$ cat src/tppc_pkg.sv
// shared constants and types for the pulse timer and capture channel
`default_nettype none
package tppc_pkg;
	// register word addresses on the plain register port
	localparam logic [2:0] ADDR_COUNT = 3'h0;
	localparam logic [2:0] ADDR_PERIOD = 3'h1;
	localparam logic [2:0] ADDR_WIDTH = 3'h2;
	localparam logic [2:0] ADDR_MODE = 3'h3;
	localparam logic [2:0] ADDR_CCC = 3'h4;
	localparam logic [2:0] ADDR_PES = 3'h5;
	localparam logic [2:0] ADDR_OUTC = 3'h6;
	localparam logic [2:0] ADDR_STATUS = 3'h7;

	// status register field positions
	localparam int STATUS_OVF_BIT = 0;

	// reset values of the control registers
	localparam logic [7:0] CTRL_RESET = 8'h00;
	localparam logic [15:0] DATA_RESET = 16'h0000;

	// prescaler divide ratios for count clock selections one and two
	localparam int PRESCALE_W = 8;
	localparam logic [7:0] DIV_SEL1_LAST = 8'h03;
	localparam logic [7:0] DIV_SEL2_LAST = 8'hff;

	typedef enum logic [1:0] {
		MODE_STOP = 2'b00,
		MODE_RESTART = 2'b01,
		MODE_FREE = 2'b10,
		MODE_CLEAR_MATCH = 2'b11
	} tppc_mode_type;

	typedef enum logic [1:0] {
		EDGE_FALL = 2'b00,
		EDGE_RISE = 2'b01,
		EDGE_PROHIBITED = 2'b10,
		EDGE_BOTH = 2'b11
	} tppc_edge_type;

	typedef enum logic [1:0] {
		CLK_DIV1 = 2'b00,
		CLK_DIV4 = 2'b01,
		CLK_DIV256 = 2'b10,
		CLK_NONE = 2'b11
	} tppc_clk_sel_type;

	// prescale_edge_select layout
	typedef struct packed {
		logic [1:0] secondary_edge;
		logic [1:0] primary_edge;
		logic [1:0] spare;
		logic [1:0] clk_sel;
	} tppc_pes_type;

	// output_control layout
	typedef struct packed {
		logic [2:0] spare_hi;
		logic invert_on_width_match;
		logic spare_lo;
		logic start_level;
		logic invert_on_period_match;
		logic output_enable;
	} tppc_outc_type;

	// capture_compare_control layout
	typedef struct packed {
		logic [4:0] spare_hi;
		logic width_is_capture;
		logic spare_lo;
		logic period_is_capture;
	} tppc_ccc_type;
endpackage
`default_nettype wire

$ cat src/tppc_top.sv
// timer channel: interval, pulse generator and pulse width capture
//
// The register offsets and the address-and-strobe port were decided locally.
`default_nettype none
module tppc_top #(
	parameter int COUNT_W = 16
) (
	input wire logic clock,
	input wire logic rst,
	input wire logic [2:0] addr,
	input wire logic [COUNT_W-1:0] wr_data,
	input wire logic wr_en,
	input wire logic rd_en,
	output logic [COUNT_W-1:0] rd_data,
	input wire logic primary_capture_input,
	input wire logic secondary_capture_input,
	output logic timer_output_pin,
	output logic period_match_irq,
	output logic width_match_irq,
	output logic overflow_flag
);
	// control fields are eight bits wide and must fit the data port
	if (COUNT_W < 8 || COUNT_W > 32) begin : g_bad_width
		$error("tppc_top: COUNT_W must lie between 8 and 32");
	end

	localparam logic [COUNT_W-1:0] ALL_ONES = '1;
	localparam logic [COUNT_W-1:0] ONE = COUNT_W'(1);

	logic [COUNT_W-1:0] count_reg, count_next;
	logic [COUNT_W-1:0] period_reg, period_next;
	logic [COUNT_W-1:0] width_reg, width_next;
	tppc_pkg::tppc_mode_type mode_reg, mode_next;
	tppc_pkg::tppc_ccc_type ccc_reg, ccc_next;
	tppc_pkg::tppc_pes_type pes_reg, pes_next;
	tppc_pkg::tppc_outc_type outc_reg, outc_next;
	logic ovf_reg, ovf_next;
	logic out_level_reg, out_level_next;
	logic pin_reg, pin_next;
	logic pm_irq_reg, pm_irq_next;
	logic wm_irq_reg, wm_irq_next;
	logic [COUNT_W-1:0] rd_data_reg, rd_data_next;
	logic [tppc_pkg::PRESCALE_W-1:0] presc_reg, presc_next;
	logic tick;
	logic running;
	logic primary_edge;
	logic secondary_edge;

	// equality against a compare register, used for both match paths
	function automatic logic hits(input logic [COUNT_W-1:0] a, input logic [COUNT_W-1:0] b);
		hits = (a == b);
	endfunction

	// count clock: the prescaler runs always so the input filters keep tracking
	// the pins while stopped, and a restart does not see a stale edge
	always_comb begin
		presc_next = presc_reg + tppc_pkg::PRESCALE_W'(1);
		case (pes_reg.clk_sel)
			tppc_pkg::CLK_DIV1: tick = 1'b1;
			tppc_pkg::CLK_DIV4: tick = (presc_reg[1:0] == tppc_pkg::DIV_SEL1_LAST[1:0]);
			tppc_pkg::CLK_DIV256: tick = (presc_reg == tppc_pkg::DIV_SEL2_LAST);
			default: tick = 1'b0; // external event clock is not offered here
		endcase
	end

	always_ff @(posedge clock or posedge rst) begin
		if (rst) begin
			presc_reg <= '0;
		end else begin
			presc_reg <= presc_next;
		end
	end

	assign running = (mode_reg != tppc_pkg::MODE_STOP);

	tppc_edge_filter u_primary (
		.clock(clock),
		.rst(rst),
		.sample_tick(tick),
		.pin_in(primary_capture_input),
		.edge_sel(pes_reg.primary_edge),
		.edge_pulse(primary_edge)
	);

	tppc_edge_filter u_secondary (
		.clock(clock),
		.rst(rst),
		.sample_tick(tick),
		.pin_in(secondary_capture_input),
		.edge_sel(pes_reg.secondary_edge),
		.edge_pulse(secondary_edge)
	);

	// register writes first, then counting, matching and captures override
	always_comb begin
		count_next = count_reg;
		period_next = period_reg;
		width_next = width_reg;
		mode_next = mode_reg;
		ccc_next = ccc_reg;
		pes_next = pes_reg;
		outc_next = outc_reg;
		ovf_next = ovf_reg;
		out_level_next = out_level_reg;
		pm_irq_next = 1'b0;
		wm_irq_next = 1'b0;
		rd_data_next = '0;

		if (wr_en) begin
			if (addr == tppc_pkg::ADDR_PERIOD) begin
				period_next = wr_data; // relies on the timer being stopped
			end else if (addr == tppc_pkg::ADDR_WIDTH) begin
				width_next = wr_data;
			end else if (addr == tppc_pkg::ADDR_MODE) begin
				mode_next = tppc_pkg::tppc_mode_type'(wr_data[1:0]);
				if (!running) begin
					// a start clears the counter and loads the pin's start level
					count_next = '0;
					out_level_next = outc_reg.start_level;
				end
			end else if (addr == tppc_pkg::ADDR_CCC) begin
				ccc_next = wr_data[7:0];
			end else if (addr == tppc_pkg::ADDR_PES) begin
				pes_next = wr_data[7:0];
			end else if (addr == tppc_pkg::ADDR_OUTC) begin
				outc_next = wr_data[7:0];
			end else if (addr == tppc_pkg::ADDR_STATUS) begin
				if (wr_data[tppc_pkg::STATUS_OVF_BIT]) begin
					ovf_next = 1'b0; // software clears the flag after reading
				end
			end
		end

		if (running && tick) begin
			count_next = count_reg + ONE;
			case (mode_reg)
				tppc_pkg::MODE_CLEAR_MATCH: begin
					if (hits(count_reg, period_reg)) begin
						count_next = '0;
						pm_irq_next = 1'b1;
						if (outc_reg.invert_on_period_match) begin
							out_level_next = ~out_level_next; // period N+1 clocks
						end
						if (period_reg == ALL_ONES) begin
							ovf_next = 1'b1;
						end
					end
					if (!ccc_reg.width_is_capture && hits(count_reg, width_reg)) begin
						wm_irq_next = 1'b1;
						if (outc_reg.invert_on_width_match) begin
							out_level_next = ~out_level_next; // high M+1 clocks
						end
					end
				end
				default: begin
					// free-running and restart both wrap through zero
					if (count_reg == ALL_ONES) begin
						ovf_next = 1'b1;
					end
				end
			endcase
		end

		if (running && primary_edge && mode_reg != tppc_pkg::MODE_CLEAR_MATCH) begin
			if (ccc_reg.width_is_capture) begin
				width_next = count_reg;
				wm_irq_next = 1'b1;
			end
			if (mode_reg == tppc_pkg::MODE_RESTART) begin
				count_next = '0; // restart in step with the primary edge
			end
		end

		if (running && secondary_edge && ccc_reg.period_is_capture) begin
			if (mode_reg != tppc_pkg::MODE_CLEAR_MATCH) begin
				period_next = count_reg;
				pm_irq_next = 1'b1;
			end
		end

		pin_next = out_level_next & outc_next.output_enable;

		if (rd_en) begin
			if (addr == tppc_pkg::ADDR_COUNT) begin
				rd_data_next = count_reg;
			end else if (addr == tppc_pkg::ADDR_PERIOD) begin
				rd_data_next = period_reg;
			end else if (addr == tppc_pkg::ADDR_WIDTH) begin
				rd_data_next = width_reg;
			end else if (addr == tppc_pkg::ADDR_MODE) begin
				rd_data_next = COUNT_W'(mode_reg);
			end else if (addr == tppc_pkg::ADDR_CCC) begin
				rd_data_next = COUNT_W'(ccc_reg);
			end else if (addr == tppc_pkg::ADDR_PES) begin
				rd_data_next = COUNT_W'(pes_reg);
			end else if (addr == tppc_pkg::ADDR_OUTC) begin
				rd_data_next = COUNT_W'(outc_reg);
			end else begin
				rd_data_next = COUNT_W'(ovf_reg);
			end
		end
	end

	// channel state apart from the prescaler; read data stands only in the cycle after the strobe
	always_ff @(posedge clock or posedge rst) begin
		if (rst) begin
			count_reg <= '0;
			period_reg <= '0;
			width_reg <= '0;
			mode_reg <= tppc_pkg::MODE_STOP;
			ccc_reg <= tppc_pkg::CTRL_RESET;
			pes_reg <= tppc_pkg::CTRL_RESET;
			outc_reg <= tppc_pkg::CTRL_RESET;
			ovf_reg <= 1'b0;
			out_level_reg <= 1'b0;
			pin_reg <= 1'b0;
			pm_irq_reg <= 1'b0;
			wm_irq_reg <= 1'b0;
			rd_data_reg <= '0;
		end else begin
			count_reg <= count_next;
			period_reg <= period_next;
			width_reg <= width_next;
			mode_reg <= mode_next;
			ccc_reg <= ccc_next;
			pes_reg <= pes_next;
			outc_reg <= outc_next;
			ovf_reg <= ovf_next;
			out_level_reg <= out_level_next;
			pin_reg <= pin_next;
			pm_irq_reg <= pm_irq_next;
			wm_irq_reg <= wm_irq_next;
			rd_data_reg <= rd_data_next;
		end
	end

	assign rd_data = rd_data_reg;
	assign timer_output_pin = pin_reg;
	assign period_match_irq = pm_irq_reg;
	assign width_match_irq = wm_irq_reg;
	assign overflow_flag = ovf_reg;
endmodule
`default_nettype wire

$ cat src/tppc_edge_filter.sv
// glitch filter and edge detector for one capture input
`default_nettype none
module tppc_edge_filter (
	input wire logic clock,
	input wire logic rst,
	input wire logic sample_tick,
	input wire logic pin_in,
	input wire logic [1:0] edge_sel,
	output logic edge_pulse
);
	logic sample_reg, sample_next;
	logic level_reg, level_next;
	logic edge_reg, edge_next;

	// a level is accepted only after two equal samples taken on the count clock
	always_comb begin
		sample_next = sample_reg;
		level_next = level_reg;
		edge_next = 1'b0;
		if (sample_tick) begin
			sample_next = pin_in;
			if (pin_in == sample_reg && sample_reg != level_reg) begin
				level_next = sample_reg;
				case (edge_sel)
					tppc_pkg::EDGE_FALL: edge_next = ~sample_reg;
					tppc_pkg::EDGE_RISE: edge_next = sample_reg;
					tppc_pkg::EDGE_BOTH: edge_next = 1'b1;
					default: edge_next = 1'b0; // prohibited code never fires
				endcase
			end
		end
	end

	// level resets low, so a pin held high at reset shows as a rising edge
	always_ff @(posedge clock or posedge rst) begin
		if (rst) begin
			sample_reg <= 1'b0;
			level_reg <= 1'b0;
			edge_reg <= 1'b0;
		end else begin
			sample_reg <= sample_next;
			level_reg <= level_next;
			edge_reg <= edge_next;
		end
	end

	assign edge_pulse = edge_reg;
endmodule
`default_nettype wire

$ cat config.mk
export PLATFORM = sky130hd
export DESIGN_NAME = tppc_top
export DESIGN_NICKNAME = d
export VERILOG_FILES = /design/src/tppc_pkg.sv /design/src/tppc_top.sv /design/src/tppc_edge_filter.sv
export SDC_FILE = /design/constraint.sdc
export NUM_CORES = 1
export LEC_CHECK = 0
export ABC_AREA = 1
export ABC_CLOCK_PERIOD_IN_PS = 3000
export BUFFER_PORTS_ARGS = -buffer_cell sky130_fd_sc_hd__buf_2
export CORE_ASPECT_RATIO = 1.1
export CORE_UTILIZATION = 35
export DETAILED_ROUTE_END_ITERATION = 12
export GPL_TIMING_DRIVEN = 0
export PLACE_DENSITY = 0.59
export SETUP_SLACK_MARGIN = 0.15
export SLEW_MARGIN = 40
export SYNTH_ARGS = -nofsm -noshare
export SYNTH_HDL_FRONTEND = slang
export SYNTH_SLANG_ARGS = --single-unit
export TNS_END_PERCENT = 50
$ cat constraint.sdc
create_clock -name clock -period 3 [get_ports clock]
set_input_delay 0 -clock clock [delete_from_list [all_inputs] [get_ports clock]]
set_output_delay 0 -clock clock [all_outputs]
set_load 0.1 [all_outputs]
After elaboration in Yosys (flattened, before gate mapping). Cells that the tools add are included.

Eq/ne operators: 26. Mux-type cells: 78. Add/sub/neg operators: 2. Bitwise logic cells: 10. Reductions and logical operators: 20.

Operators with widths (count): 2-to-1 mux 16 bit (23); 2-to-1 mux 1 bit (48); equality test 16 bit (2); equality test 16 bit, second input constant (2); 2-to-1 mux 8 bit (4); adder 16 x 1 -> 16 bit, second input constant (1); equality test 3 bit, second input constant (4); equality test 2 bit, second input constant (5); inverter 1 bit (9); one-hot mux 1 bit (3 select lines) (3); adder 8 x 1 -> 8 bit, second input constant (1); equality test 2 x 1 -> 1 bit, second input constant (4); equality test 8 bit, second input constant (1); logical AND 1 bit (8); AND reduction 7 bit (1); equality test 3 x 2 -> 1 bit, second input constant (2); logical NOT 2 bit (3); AND reduction 6 bit (1); AND reduction 5 bit (1); AND reduction 2 bit (2); AND reduction 4 bit (1); equality test 3 x 1 -> 1 bit, second input constant (1); logical NOT 3 bit (1); equality test 1 bit (2); 5 further kinds (6).

Logic and storage cells: 167. Register bits after elaboration: 109.

Logic depth before layout (Yosys ltp).
Depth after elaboration: 17. Mapped depth: 14.

Hierarchy. Synthesis repeated with hierarchy kept, for this count alone.

Cells, all modules: 764. Area, all modules: 5955.7 um^2.

By module, submodules not included: tppc_top (sequential area each 2577.5 um^2, cells an instance 716, times used 1, area each 5630.4 um^2); tppc_edge_filter (sequential area each 75.1 um^2, cells an instance 24, times used 2, area each 162.7 um^2).

Least setup slack after synthesis. Ideal clock, no wire load.

Path type: register to register. Start: register presc_reg[0] (netlist name). End: register count_reg[11]. Arrival time: 1.671 ns. Setup slack: 1.253 ns. Cell stages (with the launch flop): 12. Library setup time: 0.076 ns. Path buffers: 1. Data required time: 2.924 ns. Clock period less this slack: 1.747 ns. Path through: dfrtp_1 > ha_1 > nand2_1 > nor3b_2 > nand4_1 > nand2_1 > inv_2 > nor2_8 > nor2_2 > buf_2 > nand2_1 > a21oi_2.

Word-level cells in the longest chain between the ends: 6. Elaborated cells on any way between the ends: 7.

RTL lines: start, declared (RTL line tppc_top.sv:43) `logic [tppc_pkg::PRESCALE_W-1:0] presc_reg, presc_next;`; start signal, assigned (RTL line tppc_top.sv:70) `presc_reg <= presc_next;`; equality test 8 bit or equality test 2 bit (tied branches) (RTL line tppc_top.sv:61, tppc_top.sv:60); one-hot mux 1 bit (3 select lines) (*) (RTL line tppc_top.sv:58) `case (pes_reg.clk_sel)`; logical AND 1 bit (*) (RTL line tppc_top.sv:134) `if (running && tick) begin`; 2-to-1 mux 16 bit (*) (RTL line tppc_top.sv:134); 2-to-1 mux 16 bit (RTL line tppc_top.sv:169) `if (mode_reg == tppc_pkg::MODE_RESTART) begin`; 2-to-1 mux 16 bit (*) (RTL line tppc_top.sv:164) `if (running && primary_edge && mode_reg != tppc_pkg::MODE_CLEAR_MATCH) begin`; via count_next[11] (RTL line tppc_top.sv:30) `logic [COUNT_W-1:0] count_reg, count_next;`; end signal, assigned (RTL line tppc_top.sv:221) `count_reg <= count_next;`; end, declared (RTL line tppc_top.sv:30).

Mark *: on every way through the listed nets, which the timed path passes. The rest lies on a longest branch. A chain may end at the register's enable or synchronous reset.

Worst setup path in the final report.
Start: register presc_reg[0] (netlist name). End: register count_reg[13].

The elaborated chain is that of the path after synthesis.

==> impl_metrics.yaml <==
status:
  status: "finished with violations"
  failed_checks: "design-rule violations"
layout:
  n_antenna_cell: 0
  mostFrequentLayoutCells: "nand2_1, dfrtp_1, o21ai_0"
  mostFrequentLayoutCell: "nand2_1"
  drive_gt1_share_pct: 11.6
  finalNetCount: 859
  area_growth_pct: 19.7
  seqCellArea_um2: 2730
  n_fill_cell: 1700
  multi_input_area_um2: 2570
global_route:
  grt_max_degree: 25
  grt_pass1_wl_mm: 28.5
  antenna_found_initial: 0
  grtUsageTotal_pct: 22.1
  grt.overflow.total: 0
  grt_pass1_vias: 5142
worst_setup_path:
  reg2reg_slack_ns: 0.69
  arrival_ns: 2.59
  critPathMaxFanout: 10
  r2r.worst_path.cells: 11
  worst_setup_path_start_kind: "register"
  critPathRequiredTime_ns: 3.28
  crit_path_max_incr_delay_ns: 0.39
  critPathKind: "reg2reg"
  crit_chain: "ha_1 -> nand2_1 -> nor3b_2 -> nand4_1 -> nand2_1 -> inv_2 -> nor2_8 -> nor2_2 -> buf_2 -> nand2_1 -> a21oi_2"
  worstReg2RegStart: "presc_reg[0]$_DFF_PP0_"
  end_kind: "register"
  r2r-end: "count_reg[13]$_DFF_PP0_"
  crit_top_cell: "nand2_1"
  crit_slowest_cell: "dfrtp_1"
die:
  dieArea_um2: 17100
  core_area_um2: 16300
  die_h_um: 137
  core.rowCount: 49
  fp.dieW_um: 125
  initial_utilization_pct: 35.6
  ios: 45
worst_hold_path:
  hold-path-cell-count: 4
  worstHoldStart: "addr[2]"
  hold_path_end: "overflow_flag$_DFF_PP0_"
  worstHoldPathType: "in2reg"
routing:
  via_count: 5438
  post-route-drc-count: 12
  wl_per_cell_um: 17.2
  finalWirelength_mm: 17.9
  ant_nets: 0
  vias_per_cell: 5.23
  drt_iter0_markers: 486
  drt_first_pass_iters: 9
clocking:
  clockBufferDepth: 2
  cts_max_level: 3
  clk_pin_slew_ns: 0.07
  clkSinkCount: 109
  cts-root-buf: "clkbuf_16"
  ctsResizeCount: 0
  clk_latency_ns: 0.37
  cts_tree: "yes"
  numCtsBuffers: 9
  postCtsSetupBuffers: 0
place:
  dp_hpwl_mm: 13.2
  portBuffers: 43
  place_ws_ns: 0.697
  place_congestion: 0.898
synthesis:
  yosysSeqAreaShare_pct: 47.0
  synth.distinct_cells: 35
  synth_area_leader_cell: "dfrtp_1"
  synth_edf_count: 0
  synth.net_count: 778
  netlist_area_um2: 5800
  synthArstFlopShare_pct: 100
  syn_inst: 751
  avgSynthCellArea_um2: 7.73
  netlist_top_cells_area: "dfrtp_1, nand2_1, o21ai_0"
  synth-seq-cells: 109
  synth_top_area_share_pct: 47.0
  ys_warn_count: 0
  ys.flop_type: "dfrtp_1"
power_and_ir_drop:
  p_int_uw: 3350
  clkPwrFrac_pct: 24.3
  power_density_nw_per_um2: 806
  p_switching_uw: 2250
  peakVddDrop_uv: 314
  sw_frac_of_total_pct: 40.2
  leakage_uw: 0.00335
  p_seq_share_pct: 38.8
  combinationalPowerShare_pct: 36.9
sta:
  hold_viol: 0
  maxSlewViolCount: 0
  fin_hold_ws_ns: 0.0459
  slew_headroom_pct: 54.1
  setup_viol: 0
  fin_setup_tns_ns: 0
  max_freq_mhz: 434
  setup_slack_ns: 0.693
  fin_crit_ns: 2.31
  period_share_pct: 76.9
  tightest_slew_ns: 0.688
  fin_worst_skew_ns: 0.0135
  rsz0062_at_grt: "false"
flow_run:
  maxCapViolCount: 0
power groups by stage:
stage	clock network [uW]	logic [uW]	registers [uW]
2_1_floorplan	0	1310	2360
3_3_place_gp	0	1980	2190
3_5_place_dp	0	2020	2190
4_1_cts	1380	2050	2170
5_1_grt	1440	2320	2230
6_report	1360	2060	2170
worst max-delay path, delay by kind of cell, from the launching register on:
kind	cells	cell delay (ns)
flops	1	0.39
fa+ha+maj	1	0.24
compound gates	1	0.15
buf+inv	2	0.56
simple gates	7	0.89
kinds of logic (layout without fill, tap and decap cells):
kind of cell | count (synthesis) | in the layout | synth area share (%)
buffers and inverters | 126 | 211 | 8.65
AOI/OAI and AO/OA | 190 | 190 | 18.4
xor gates and xnor gates | 24 | 24 | 3.62
and+or+nand+nor | 300 | 300 | 21.9
adders and majority gates | 2 | 2 | 0.431
DFF | 109 | 109 | 47.0
timing repair:
item / in CTS / in global routing
hold buffers: 22 / 0
setup endpoints to repair: 0 / 0
endpoints found under the hold margin: 114 / 0
stage by stage:
stage | util (%) | instance area [um2] | total power, uW | cells
after floorplan | - | 5810 | 3670 | 751
after global placement | 38.5 | 6280 | 4170 | 998
after detailed placement | 39.2 | 6400 | 4210 | 1003
after CTS | 42.6 | 6950 | 5600 | 1040
after global routing | 42.6 | 6950 | 5980 | 1040
final | 42.6 | 6950 | 5600 | 1040
Yosys cell counts (3+ instances only):
cell	instances
a21oi_1	43
inv_1	90
a21oi_2	6
nor4_1	4
nor3_1	4
nand3_1	28
xor2_1	22
o21ai_0	99
o221ai_1	5
dfrtp_1	109
o211ai_1	16
inv_2	3
clkbuf_2	3
o22ai_1	13
nand2_1	183
nand4_1	10
buf_2	9
nor2_1	60
nand3_2	6
clkbuf_1	17
layer usage:
layer,global-route usage [%],wire (um),vias up
met5,0,0,-
met4,8.57,384,0
met3,2.42,926,31
met2,37.7,8550,190
met1,28.8,8020,2590
li1,-,-,2627
final cells by class:
| cell class | count | area share (%) |
|---|---|---|
| clock inverter | 5 | 1.44 |
| sequential | 109 | 39.3 |
| buffer | 30 | 2.00 |
| multi-input combinational | 516 | 37.0 |
| tap | 204 | 3.67 |
| inverter | 96 | 5.28 |
| timing repair buffer | 70 | 8.03 |
| clock buffer | 10 | 3.29 |
how the worst max path moves through the flow:
stage	endpoint	cells after the start	from
global placement	count_reg[13]$_DFF_PP0_	11	presc_reg[0]$_DFF_PP0_
detailed placement	count_reg[13]$_DFF_PP0_	11	presc_reg[0]$_DFF_PP0_
CTS	count_reg[13]$_DFF_PP0_	11	presc_reg[0]$_DFF_PP0_
finish	count_reg[13]$_DFF_PP0_	11	presc_reg[0]$_DFF_PP0_
floorplan	count_reg[11]$_DFF_PP0_	11	presc_reg[0]$_DFF_PP0_
global route	count_reg[13]$_DFF_PP0_	11	presc_reg[0]$_DFF_PP0_
Note: power is estimated with default switching activity, not from simulation.
